`src/hdl/hsp_pkg.sv`:
```
package hsp_pkg;

  // clock and derived timing
  localparam int unsigned CLOCK_MHZ         = 200;
  localparam int unsigned CYCLES_PER_MS_DEF = CLOCK_MHZ * 1000;
  localparam int unsigned SORT_DELAY_MS     = 25;
  localparam int unsigned SORT_MIN_MS       = 10;
  localparam int unsigned SORT_MAX_MS       = 50;
  localparam int unsigned END_GAP_US        = 5;
  localparam int unsigned END_GAP_CYCLES    = END_GAP_US * CLOCK_MHZ;
  localparam int unsigned AVG_ROUNDS        = 10;
  localparam int unsigned START_MIN_US      = 1;
  localparam int unsigned BOUNCE_MAX_MS     = 20;

  // register map
  localparam logic [7:0] REG_CONTROL = 8'h00;
  localparam logic [7:0] REG_CLASS   = 8'h04;
  localparam logic [7:0] REG_STATUS  = 8'h08;

  // control field positions
  localparam int unsigned CTL_AVG_BIT   = 0;
  localparam int unsigned CTL_TFREQ_BIT = 1;
  localparam int unsigned CTL_LINE_BIT  = 2;
  localparam int unsigned CTL_SPEED_LO  = 3;

  // reset values
  localparam logic [4:0] CONTROL_RESET = 5'h00;
  localparam logic [3:0] CLASS_RESET   = 4'h9;
  localparam logic [3:0] CLASS_LAST    = 4'h9;

  typedef enum logic [1:0] {
    HSP_FAST,
    HSP_MEDIUM,
    HSP_SLOW,
    HSP_SLOW_ALT
  } hsp_speed_t;

  // msb first: speed [4:3], line [2], test frequency [1], averaged [0]
  typedef struct packed {
    hsp_speed_t speed;
    logic       line_60hz;
    logic       test_freq_high;
    logic       averaged;
  } hsp_config_t;

  // open-collector enables, low while the line is pulled low
  typedef struct packed {
    logic       acquisition_done_flag_oe_n;
    logic       end_of_test_flag_oe_n;
    logic [9:0] bin_oe_n;
  } hsp_drive_t;

  localparam hsp_drive_t DRIVE_RELEASED = '{1'b1, 1'b1, 10'h3ff};

  // start to acquisition-done time in ms for one acquisition
  function automatic logic [9:0] hsp_acq_ms(input hsp_config_t cfg);
    logic [1:0] row;
    logic [9:0] ms;
    row = {cfg.test_freq_high, cfg.line_60hz};
    ms  = 10'h000;
    unique case (row)
      2'b10: ms = (cfg.speed == HSP_FAST) ? 10'd160 : (cfg.speed == HSP_MEDIUM) ? 10'd335 : 10'd635;
      2'b11: ms = (cfg.speed == HSP_FAST) ? 10'd145 : (cfg.speed == HSP_MEDIUM) ? 10'd310 : 10'd585;
      2'b01: ms = (cfg.speed == HSP_FAST) ? 10'd240 : (cfg.speed == HSP_MEDIUM) ? 10'd400 : 10'd660;
      2'b00: ms = (cfg.speed == HSP_FAST) ? 10'd255 : (cfg.speed == HSP_MEDIUM) ? 10'd425 : 10'd710;
    endcase
    return ms;
  endfunction

endpackage
```
`src/hdl/hsp_bin_decoder.sv`:
```
module hsp_bin_decoder
  import hsp_pkg::*;
(
  input  wire logic [3:0] sort_class,
  output logic      [9:0] bin_oe_n
);

  logic [3:0] clamped;

  ////////////////////////////////////////////////////////////////////////////
  // out of range classes fall into the catch-all default line 9
  always_comb begin
    clamped  = (sort_class > CLASS_LAST) ? CLASS_LAST : sort_class;
    bin_oe_n = ~(10'h001 << clamped);
  end

endmodule // hsp_bin_decoder

```
`src/hdl/hsp_handler_port.sv`:
```
// Overview of operation
// - start low begins single or averaged measurement
// - all handler outputs open-collector, active low
// - bounces restart; settle low within 20 ms
// - acquisition done pulled low after acquisition
// - one bin line 10 to 50 ms later
// - other bin lines stay released
// - end-of-test low few microseconds after bin
// - outputs held low until next start
// - class 0 reject, 1-8 accept, 9 default
// - timing follows frequency, line and speed
//
// The register addresses and the address-and-strobe port were chosen for this implementation.
module hsp_handler_port
  import hsp_pkg::*;
#(
  parameter int unsigned CYCLES_PER_MS = CYCLES_PER_MS_DEF
) (
  input  wire logic        clock,
  input  wire logic        reset_n,
  input  wire logic        start_n,
  input  wire logic [7:0]  reg_addr,
  input  wire logic [31:0] reg_wdata,
  input  wire logic        reg_write,
  input  wire logic        reg_read,
  output logic      [31:0] reg_rdata,
  output hsp_drive_t       handler_drive,
  output logic      [11:0] handler_level
);

  typedef enum logic [2:0] {
    ST_IDLE,
    ST_ACQUIRE,
    ST_SORT_WAIT,
    ST_END_WAIT,
    ST_HOLD
  } hsp_state_t;

  hsp_state_t  state;
  hsp_config_t config_q;
  logic [3:0]  class_q;
  logic [3:0]  reported_class;
  logic        start_q;
  logic        start_fall;
  logic [3:0]  rounds_left;
  logic [31:0] acq_cycles;
  logic        timer_load;
  logic [31:0] timer_value;
  logic        timer_expired;
  logic [9:0]  decoded_bin_oe_n;
  logic [31:0] run_cnt;
  logic [31:0] gap_cnt;
  logic        bin_any;
  logic [31:0] end_gap_cnt;

  ////////////////////////////////////////////////////////////////////////////
  // start edge, input taken as synchronous
  always_ff @(posedge clock or negedge reset_n) begin
    if (!reset_n) begin
      start_q <= 1'b1;
    end else begin
      start_q <= start_n;
    end
  end

  // every falling edge restarts, so a bouncing contact just restarts
  assign start_fall = start_q & ~start_n;

  ////////////////////////////////////////////////////////////////////////////
  // register writes
  always_ff @(posedge clock or negedge reset_n) begin
    if (!reset_n) begin
      config_q <= hsp_config_t'(CONTROL_RESET);
      class_q  <= CLASS_RESET;
    end else if (reg_write) begin
      if (reg_addr == REG_CONTROL) begin
        config_q <= hsp_config_t'(reg_wdata[4:0]);
      end
      if (reg_addr == REG_CLASS) begin
        class_q <= reg_wdata[3:0];
      end
    end
  end

  // register reads, data valid only in the cycle after the strobe
  always_ff @(posedge clock or negedge reset_n) begin
    if (!reset_n) begin
      reg_rdata <= 32'h0000_0000;
    end else if (reg_read) begin
      unique case (reg_addr)
        REG_CONTROL: reg_rdata <= {27'h0, config_q};
        REG_CLASS:   reg_rdata <= {28'h0, class_q};
        REG_STATUS:  reg_rdata <= {24'h0, reported_class, ~handler_drive.end_of_test_flag_oe_n, bin_any,
                                   ~handler_drive.acquisition_done_flag_oe_n, (state != ST_IDLE && state != ST_HOLD)};
        default:     reg_rdata <= 32'h0000_0000;
      endcase
    end else begin
      reg_rdata <= 32'h0000_0000;
    end
  end

  ////////////////////////////////////////////////////////////////////////////
  // acquisition length from the measurement conditions
  // slowest row at the real clock is 142M cycles, well inside 32 bits
  assign acq_cycles = 32'(hsp_acq_ms(config_q)) * 32'(CYCLES_PER_MS);

  // timer reloads: acquisition, sort delay, end-of-test gap
  always_comb begin
    timer_load  = 1'b0;
    timer_value = acq_cycles;
    if (start_fall) begin
      timer_load = 1'b1;
    end else if (timer_expired) begin
      unique case (state)
        ST_ACQUIRE: begin
          timer_load  = 1'b1;
          timer_value = (rounds_left > 4'h1) ? acq_cycles : 32'(SORT_DELAY_MS * CYCLES_PER_MS);
        end
        ST_SORT_WAIT: begin
          timer_load  = 1'b1;
          timer_value = 32'(END_GAP_CYCLES);
        end
        default: timer_load = 1'b0;
      endcase
    end
  end

  // one shared timer: the three phases never overlap
  hsp_interval_timer i_hsp_interval_timer (
    .clock      (clock),
    .reset_n    (reset_n),
    .load       (timer_load),
    .load_value (timer_value),
    .expired    (timer_expired),
    .running    ()
  );

  hsp_bin_decoder i_hsp_bin_decoder (
    .sort_class (class_q),
    .bin_oe_n   (decoded_bin_oe_n)
  );

  ////////////////////////////////////////////////////////////////////////////
  // measurement sequence
  // each averaged round reload costs one cycle, negligible at the real clock
  always_ff @(posedge clock or negedge reset_n) begin
    if (!reset_n) begin
      state       <= ST_IDLE;
      rounds_left <= 4'h0;
    end else if (start_fall) begin
      state       <= ST_ACQUIRE;
      rounds_left <= config_q.averaged ? 4'(AVG_ROUNDS) : 4'h1;
    end else if (timer_expired) begin
      unique case (state)
        ST_ACQUIRE: begin
          if (rounds_left > 4'h1) begin
            rounds_left <= rounds_left - 4'h1;
          end else begin
            state <= ST_SORT_WAIT;
          end
        end
        ST_SORT_WAIT: state <= ST_END_WAIT;
        ST_END_WAIT:  state <= ST_HOLD;
        default:      state <= state;
      endcase
    end
  end

  // handler lines; released on start, held low until the next one
  always_ff @(posedge clock or negedge reset_n) begin
    if (!reset_n) begin
      handler_drive  <= DRIVE_RELEASED;
      reported_class <= CLASS_RESET;
    end else if (start_fall) begin
      handler_drive <= DRIVE_RELEASED;
    end else if (timer_expired) begin
      unique case (state)
        ST_ACQUIRE: begin
          if (rounds_left <= 4'h1) begin
            handler_drive.acquisition_done_flag_oe_n <= 1'b0;
          end
        end
        ST_SORT_WAIT: begin
          handler_drive.bin_oe_n <= decoded_bin_oe_n; // exactly one line
          reported_class         <= (class_q > CLASS_LAST) ? CLASS_LAST : class_q; // the line actually driven
        end
        ST_END_WAIT: handler_drive.end_of_test_flag_oe_n <= 1'b0;
        default: handler_drive <= handler_drive;
      endcase
    end
  end

  // open collector: pad level is always low, enables do the signalling
  always_ff @(posedge clock or negedge reset_n) begin
    if (!reset_n) begin
      handler_level <= 12'h000;
    end else begin
      handler_level <= 12'h000;
    end
  end

  ////////////////////////////////////////////////////////////////////////////
  // helper counters for the checks below
  assign bin_any = ~&handler_drive.bin_oe_n;

  always_ff @(posedge clock or negedge reset_n) begin
    if (!reset_n) begin
      run_cnt <= 32'h0000_0000;
    end else if (start_fall) begin
      run_cnt <= 32'h0000_0000;
    end else if (run_cnt != 32'hffff_ffff) begin
      run_cnt <= run_cnt + 32'h0000_0001;
    end
  end

  always_ff @(posedge clock or negedge reset_n) begin
    if (!reset_n) begin
      gap_cnt <= 32'h0000_0000;
    end else if (!handler_drive.acquisition_done_flag_oe_n && !bin_any) begin
      gap_cnt <= gap_cnt + 32'h0000_0001;
    end else begin
      gap_cnt <= 32'h0000_0000;
    end
  end

  // cycles the sort line has stood without end-of-test, bounds the few-microsecond gap
  always_ff @(posedge clock or negedge reset_n) begin
    if (!reset_n) begin
      end_gap_cnt <= 32'h0000_0000;
    end else if (bin_any && handler_drive.end_of_test_flag_oe_n) begin
      end_gap_cnt <= end_gap_cnt + 32'h0000_0001;
    end else begin
      end_gap_cnt <= 32'h0000_0000;
    end
  end

  ////////////////////////////////////////////////////////////////////////////
  // checks
  a_start_begins_run: assert property (@(posedge clock) disable iff (!reset_n)
    start_fall |=> state == ST_ACQUIRE ##1 (state == ST_ACQUIRE || start_fall || $past(start_fall)))
    else $error("start edge did not begin a measurement");

  a_lines_pull_low: assert property (@(posedge clock) disable iff (!reset_n)
    (handler_drive != DRIVE_RELEASED) |-> handler_level == 12'h000)
    else $error("handler pad driven high");

  a_acq_after_run: assert property (@(posedge clock) disable iff (!reset_n)
    $fell(handler_drive.acquisition_done_flag_oe_n) |-> run_cnt >= acq_cycles)
    else $error("acquisition done reported too early");

  a_sort_delay_window: assert property (@(posedge clock) disable iff (!reset_n)
    $rose(bin_any) |-> !handler_drive.acquisition_done_flag_oe_n
      && gap_cnt >= 32'(SORT_MIN_MS * CYCLES_PER_MS) && gap_cnt <= 32'(SORT_MAX_MS * CYCLES_PER_MS))
    else $error("sort line outside its delay window");

  a_single_bin_line: assert property (@(posedge clock) disable iff (!reset_n)
    bin_any |-> $onehot(~handler_drive.bin_oe_n))
    else $error("more than one sort line asserted");

  a_class_encoding: assert property (@(posedge clock) disable iff (!reset_n)
    $rose(bin_any) |-> handler_drive.bin_oe_n[(reported_class > CLASS_LAST) ? CLASS_LAST : reported_class] == 1'b0)
    else $error("sort line does not match class");

  a_end_after_gap: assert property (@(posedge clock) disable iff (!reset_n)
    $fell(handler_drive.end_of_test_flag_oe_n) |-> end_gap_cnt >= 32'(END_GAP_CYCLES)
      && end_gap_cnt <= 32'(END_GAP_CYCLES) + 32'h0000_0002)
    else $error("end of test not a few microseconds after sort line");

  a_end_within_gap: assert property (@(posedge clock) disable iff (!reset_n)
    (bin_any && handler_drive.end_of_test_flag_oe_n) |-> end_gap_cnt <= 32'(END_GAP_CYCLES) + 32'h0000_0002)
    else $error("end of test overdue after sort line");

  a_bin_needs_acq: assert property (@(posedge clock) disable iff (!reset_n)
    bin_any |-> !handler_drive.acquisition_done_flag_oe_n)
    else $error("sort line asserted before acquisition done");

  a_end_needs_bin: assert property (@(posedge clock) disable iff (!reset_n)
    !handler_drive.end_of_test_flag_oe_n |-> bin_any)
    else $error("end of test without a sort line");

  a_class_clamped: assert property (@(posedge clock) disable iff (!reset_n)
    $rose(bin_any) |-> reported_class <= CLASS_LAST)
    else $error("reported class outside the ten lines");

  a_rdata_idle: assert property (@(posedge clock) disable iff (!reset_n)
    !$past(reg_read) |-> reg_rdata == 32'h0000_0000)
    else $error("read data outside its cycle");

  a_result_held: assert property (@(posedge clock) disable iff (!reset_n)
    (!handler_drive.end_of_test_flag_oe_n && !start_fall) |=> !handler_drive.end_of_test_flag_oe_n && bin_any
      && !handler_drive.acquisition_done_flag_oe_n)
    else $error("result released without a start");

  a_start_releases: assert property (@(posedge clock) disable iff (!reset_n)
    start_fall |=> handler_drive == DRIVE_RELEASED)
    else $error("start did not release the handler lines");

  a_idle_released: assert property (@(posedge clock) disable iff (!reset_n)
    state == ST_IDLE |-> handler_drive == DRIVE_RELEASED)
    else $error("handler line asserted before any result");

endmodule // hsp_handler_port

```
`src/hdl/hsp_interval_timer.sv`:
```
module hsp_interval_timer
  import hsp_pkg::*;
(
  input  wire logic        clock,
  input  wire logic        reset_n,
  input  wire logic        load,
  input  wire logic [31:0] load_value,
  output logic             expired,
  output logic             running
);

  logic [31:0] count;

  ////////////////////////////////////////////////////////////////////////////
  // down counter, a zero load still takes one cycle
  always_ff @(posedge clock or negedge reset_n) begin
    if (!reset_n) begin
      count   <= 32'h0000_0000;
      running <= 1'b0;
      expired <= 1'b0;
    end else if (load) begin
      count   <= (load_value == 32'h0000_0000) ? 32'h0000_0001 : load_value;
      running <= 1'b1;
      expired <= 1'b0;
    end else if (running) begin
      count   <= count - 32'h0000_0001;
      expired <= (count == 32'h0000_0001);
      running <= (count != 32'h0000_0001);
    end else begin
      expired <= 1'b0;
    end
  end

endmodule // hsp_interval_timer

```
`config.mk`:
```
export PLATFORM = sky130hd
export DESIGN_NAME = hsp_handler_port
export DESIGN_NICKNAME = d
export VERILOG_FILES = /design/src/hdl/hsp_pkg.sv /design/src/hdl/hsp_bin_decoder.sv /design/src/hdl/hsp_handler_port.sv /design/src/hdl/hsp_interval_timer.sv
export SDC_FILE = /design/constraint.sdc
export NUM_CORES = 1
export LEC_CHECK = 0
export BUFFER_PORTS_ARGS = -buffer_cell sky130_fd_sc_hd__buf_2
export CAP_MARGIN = 0
export CORE_MARGIN = 2
export CORE_UTILIZATION = 50
export CTS_BUF_LIST = sky130_fd_sc_hd__clkbuf_4
export CTS_CLUSTER_SIZE = 10
export DETAILED_ROUTE_END_ITERATION = 10
export PLACE_DENSITY = 0.72
export SLEW_MARGIN = 20
export SYNTH_ARGS = -nofsm -noshare
export SYNTH_HDL_FRONTEND = slang
export SYNTH_SLANG_ARGS = --single-unit
```
`constraint.sdc`:
```
create_clock -name clock -period 12.6 [get_ports clock]
set_input_delay 0.63 -clock clock [delete_from_list [all_inputs] [get_ports clock]]
set_output_delay 0.63 -clock clock [all_outputs]
set_load 0.05 [all_outputs]
```
==> out/qor.yml, run 1 <==
route:
  drc: 0
  route.vias.total: 4986
  drt-initial-drc-count: 378
  wl_met1_um: 6561
  ant_nets: 0
  wl_per_cell_um: 15.63
  viasPerCell: 5.628
  wl_met3_um: 467
  routed_wirelength_um: 13850
  routed.top_layer: "met4"
  firstDrtPassIters: 5
  dr_wl_met2_um: 6515
clock_tree:
  clock-sinks: 75
  htreeDepth: 3
  clk_path_buf_depth: 2
  clock_latency_ns: 0.45
  postCtsSetupBuffers: 0
  cts_root_buf: "clkbuf_4"
  clk_pin_slew_ns: 0.16
  cts_buffers: 9
  cts_tree: "done"
  holdBufCountCts: 0
  cts_resized: 0
yosys:
  avgSynthCellArea_um2: 9.001
  netlist_area_um2: 6211
  synth_flop_cell: "dfrtp_1"
  synth_cell_types: 64
  synthCells: 690
  ys_seq_area_share_pct: 30.56
  synth-async-reset-ratio_pct: 100.0
  synth_top_area_share_pct: 23.37
  yosys_warnings: 0
  synth_edf_count: 0
  ys_ff_latch: 75
  synth_area_leader_cell: "dfrtp_1"
  ys_top_cells_by_area: "dfrtp_1 (23%), ha_1 (15%), dfstp_2 (7.2%)"
global_route:
  grt_usage_pct: 21.00
  grt_start_max_net_pins: 76
  grt_overflow_total: 0
  grt_pass1_vias: 4583
  grt_pass1_wl_um: 22430
  antenna_found_initial: 1
power_and_ir_drop:
  power_density_nw_per_um2: 231.7
  peakVddDrop_mv: 0.2856
  p_leak_nw: 3.052
setup_path:
  timing.rr.start: "config_q[2]"
  crit_arrival_ns: 6.17
  path_class: "reg -> reg"
  start_kind: "flip-flop"
  critPathLaunch: "config_q[2]"
  slowest_stage: "a222oi_1"
  slowest_delay_ns: 0.82
  cp_cell_sequence: "nand2b_1 > a222oi_1 > ha_1 > inv_1 > fa_1 > inv_1 > fa_1 > ha_1 > inv_1 > fa_1 > inv_1 > ha_1 > a21oi_1 > o21ai_0 > a41oi_1 > o21ai_0 > a21o_1 > a221o_1"
  worstPathMaxFanout: 11
  cp_common_cell: "inv_1"
  reg2reg_depth: 18
  rr_endpoint: "i_hsp_interval_timer.count[27]"
  cp-end-kind: "flip-flop"
  required_ns: 12.93
  r2r_setup_slack_ns: 6.76
  setup.worst_path.end: "i_hsp_interval_timer.count[27]"
timing:
  max_freq_mhz: 171.3
  worst_slew_pin_slew_ns: 0.9618
  fin_ws_ns: 6.761
  finalHoldViolCount: 0
  finalCriticalPeriod_ns: 5.839
  slew_viol_final: 0
  fin_setup_tns_ns: 0
  skew_ns: 0.02582
  setup_violations: 0
  rsz0062_at_grt: "no"
  min_period_over_period_pct: 46.34
  slew-limit-headroom_pct: 35.88
die:
  ioPinCount: 101
  start_util_pct: 51.49
  die_w_um: 115.5
  die_h_um: 115.5
  dieArea_um2: 13330
  fp.coreArea_um2: 12060
  fp-row-count: 40
finish:
  syn_to_final_growth_pct: 4.794
  finish.utilization_pct: 53.96
  multi_input_area_um2: 3836
  fillers: 1105
  layoutNonFillerInstCount: 886
  ff_latch_area_um2: 1898
  fin_nets: 850
  drive_gt1_share_pct: 12.41
run_status:
  status: "complete, no violations"
placed_design:
  port_buffers: 37
  dp_slack_ns: 6.873
  place_inst: 869
  dp_hpwl_um: 10710
  gp_congestion: 0.9550
run:
  maxCapViolations: 0
worst_hold_path:
  hold_class: "in -> async"
## critical path: cells and delay by family (launching register included)
kind	cells	cell delay, ns
buf+inv	4	0.26
fa+ha+maj	6	2.39
flops	1	0.52
simple gates	1	0.25
compound gates	7	2.30
## cells in the mapped netlist (3+ instances only)
cell type  instances
ha_1              75
nor2_1            71
inv_1             60
dfrtp_1           58
nand2_1           42
a21oi_1           39
buf_4             36
clkbuf_1          27
o21ai_0           22
xnor2_1           22
nor3_1            20
fa_1              18
dfstp_2           17
xor2_1            13
a31oi_1           11
nand3_1           11
nor4_1            10
a211oi_1           9
mux2_2             9
nand4_1            9
or3_1              8
a21o_1             7
nand2b_1           7
o21a_1             7
o22a_1             6
o22ai_1            6
or4_1              6
nor2b_1            5
and2_1             4
nand3b_1           3
nor3b_1            3
o211ai_1           3
o31ai_1            3
## area by class of cell
type	instances	area share [%]
Clock buffer	9	1.038
Clock inverter	7	0.9035
Sequential cell	75	29.16
Multi-Input combinational cell	526	58.94
Timing Repair Buffer	40	3.230
Tap cell	168	3.230
Inverter	60	3.460
Antenna cell	1	0.03845
## cells by family after synthesis
family	Yosys count	synth area share, %
compound gates	140	14.89
xor+xnor	35	4.935
other cells	1	0.06038
fa+ha+maj	93	20.91
simple gates	211	16.90
mux	11	1.954
flops	75	30.56
buf+inv	124	9.791
## placed cells by master, fill, tap and decap left out, types with 10 or more instances in the layout
master	synthesis	routed
nor2_1	71	71
ha_1	75	75
a21oi_1	39	39
a31oi_1	11	11
nor3_1	20	20
nand3_1	11	11
nand2_1	42	42
dfrtp_1	58	58
xnor2_1	22	22
conb_1	1	36
o21ai_0	22	22
buf_2	0	36
nor4_1	10	10
xor2_1	13	13
inv_1	60	60
fa_1	18	18
dfstp_2	17	17
## metal layers
metal / up-vias / global-route usage [%]
met2: 132 / 32.90
met5: - / 0
li1: 2396 / -
met1: 2434 / 30.22
met3: 24 / 2.092
met4: 0 / 7.871
## power breakdown
group          switching (mW)  internal (mW)  leakage [nW]
sequential             0.0487          0.284         0.922
combinational           0.613          0.418          2.06
clock                   0.101         0.0440        0.0692
## registers in the layout, indices dropped and copies added, names as in the netlist, 3 cells and up
name / count
i_hsp_interval_timer.count: 32
handler_drive: 12
reg_rdata: 8
config_q: 5
class_q: 4
reported_class: 4
rounds_left: 4
state: 3
## stage by stage
step | total power [mW] | area (um^2) | hold slack (ns)
4_1_cts | 1.507 | 6506 | 0.2679
3_5_place_dp | 1.350 | 6380 | 0.4486
6_report | 1.508 | 6509 | 0.2852
5_1_grt | 1.648 | 6509 | 0.2664
3_3_place_gp | 1.326 | 6380 | 0.4455
2_1_floorplan | 1.132 | 6342 | 0.3344
## how the worst min path moves through the flow
| stage | startpoint | endpoint | slack [ns] | cells after the start |
|---|---|---|---|---|
| floorplan | reset_n | class_q[1] | 0.33 | 0 |
| global placement | reported_class[3] | reported_class[3] | 0.45 | 2 |
| detailed placement | reported_class[3] | reported_class[3] | 0.45 | 2 |
| CTS | start_n | start_q | 0.27 | 1 |
| global route | start_n | start_q | 0.27 | 1 |
| finish | reset_n | i_hsp_interval_timer.count[2] | 0.29 | 1 |
Power figures use the tool's default switching activity.
==> run 2: changes to the inputs <==
PLACE_DENSITY = 0.75   (was 0.72)
clock period = 5 ns   (was 12.6 ns; I/O delays follow)
==> run 2 against run 1 <==
Fmax increased by 19%. First-iteration DRC count increased by 15%. Non-clock buffer count increased by 20. Worst hold slack got worse by 0.26 ns. Critical endpoint is now i_hsp_interval_timer.count[17]. Sequential share of layout area decreased by 1.2 points. Final area increased by 4.4%.
==> out/qor.yml, run 2 (same netlist as run 1, synthesis figures left out) <==
run_status:
  status: "complete, no violations"
finish:
  layoutNonFillerInstCount: 905
  finish.utilization_pct: 56.33
  fillers: 1075
  diodes: 0
  fin_nets: 870
  fin_area_um2: 6794
  largest_reg_flops: 32
  syn_to_final_growth_pct: 9.388
  drive_gt1_share_pct: 16.69
  final_common_cell: "ha_1"
  reg_top3: "i_hsp_interval_timer.count x32, handler_drive x12, reg_rdata x8"
  regMostFlops: "i_hsp_interval_timer.count"
  most-common-layout-cells: "ha_1 (72), nor2_1 (71), inv_1 (58), dfrtp_1 (56), nand2_1 (41)"
clock_tree:
  htreeDepth: 3
  cts_tree: "done"
  cts_root_buf: "clkbuf_4"
  clk_pin_slew_ns: 0.14
  clk_path_buf_depth: 2
  cts_buffers: 9
  clock_latency_ns: 0.46
  clock-sinks: 75
timing:
  setup_violations: 0
  slew-limit-headroom_pct: 36.35
  fin_setup_tns_ns: 0
  min_period_over_period_pct: 98.14
  max_freq_mhz: 203.8
  slew_viol_final: 0
  finalCriticalPeriod_ns: 4.907
  whs_ns: 0.02737
  worst_slew_pin_slew_ns: 0.9547
  skew_ns: 0.02046
  finalHoldViolCount: 0
  fin_ws_ns: 0.09319
die:
  dieArea_um2: 13330
  die_h_um: 115.5
  fp-row-count: 40
  start_util_pct: 51.49
  fp.coreArea_um2: 12060
  ioPinCount: 101
  die_w_um: 115.5
placed_design:
  gp_congestion: 0.9804
  dp_hpwl_um: 10910
  port_buffers: 37
  place_inst: 882
  dp_slack_ns: -0.04122
  placed_area_um2: 6485
worst_hold_path:
  hold_class: "in -> reg"
setup_path:
  start_kind: "flip-flop"
  path_class: "reg -> reg"
  cp_cell_sequence: "or2_2 > o221ai_1 > buf_4 > ha_1 > ha_1 > inv_1 > fa_1 > inv_1 > fa_1 > ha_1 > ha_1 > a21oi_1 > o21ai_1 > a41oi_2 > buf_4 > xor2_2 > o32ai_2 > o21a_1"
  crit_arrival_ns: 5.28
  required_ns: 5.37
  cp_top_family: "adder cells"
  slowest_stage: "fa_1"
  critPathBufInv: 4
  worstPathMaxFanout: 5
  r2r_setup_slack_ns: 0.09
  critPathLaunch: "config_q[3]"
  slowest_delay_ns: 0.49
  cp_common_cell: "ha_1"
  setup.worst_path.end: "i_hsp_interval_timer.count[17]"
  reg2reg_depth: 18
  path_depth: 18
  rr_endpoint: "i_hsp_interval_timer.count[17]"
  timing.rr.start: "config_q[3]"
  cp-end-kind: "flip-flop"
route:
  routed_wirelength_um: 14350
  viasPerCell: 5.687
  ant_nets: 0
  firstDrtPassIters: 5
  route.vias.total: 5147
  wl_per_cell_um: 15.86
  drt-initial-drc-count: 433
  drc: 0
global_route:
  antenna_found_initial: 0
  grt_usage_pct: 22.41
  grt_overflow_total: 0
  grt_pass1_wl_um: 23840
  grt_pass1_vias: 5009
  grt_start_max_net_pins: 76
power_and_ir_drop:
  p_leak_nw: 3.170
  finalPower_mw: 4.254
  peakVddDrop_mv: 0.5791
  power_density_nw_per_um2: 626.1
run:
  maxCapViolations: 0
run 2: metal layers:
layer	GRT usage (%)	share of wire [%]	up-vias
met4	8.434	1.9	0
li1	-	-	2445
met2	35.95	49	168
met5	0	0	-
met3	3.504	5.1	30
met1	30.71	44	2504
run 2: worst reg2reg max path, stage by stage, from the launching register on:
cell and delay, ns:
dfrtp_1 0.46, or2_2 0.34, o221ai_1 0.28, buf_4 0.20, ha_1 0.26, ha_1 0.29, inv_1 0.05, fa_1 0.49
inv_1 0.05, fa_1 0.49, ha_1 0.32, ha_1 0.33, a21oi_1 0.19, o21ai_1 0.13, a41oi_2 0.34, buf_4 0.19
xor2_2 0.19, o32ai_2 0.10, o21a_1 0.14
run 2: how the worst min path moves through the flow:
stage	start	endpoint	slack [ns]	cells past startpoint
floorplan	reset_n	class_q[1]	-0.05	0
global placement	start_n	start_q	0.37	1
detailed placement	start_n	start_q	0.38	1
CTS	reg_wdata[4]	config_q[4]	0.005	2
global route	reg_wdata[1]	class_q[1]	0.007	2
finish	reg_wdata[1]	class_q[1]	0.03	2
run 2: timing repair:
action	CTS	global route
pin swaps	1	9
endpoints found under the hold margin	59	1
cloned	0	0
gates resized for setup	0	23
setup buffers	3	1
endpoints found under the setup margin	2	10
hold buffers	2	1
run 2: final cells by class:
class                      count  area [um^2]  area share [%]
clock inverter                 7        82.58           1.215
inverter                      60        225.2           3.315
timing repair buffer          60        367.9           5.414
multi-input combinational    526         3940           57.99
clock buffer                   9        67.56          0.9945
tap                          168        210.2           3.094
sequential                    75         1901           27.97
run 2: report_power, final:
group	switching, mW	leakage (nW)	internal, mW
logic	1.73	2.17	1.27
clock network	0.248	0.0808	0.161
registers	0.124	0.919	0.715
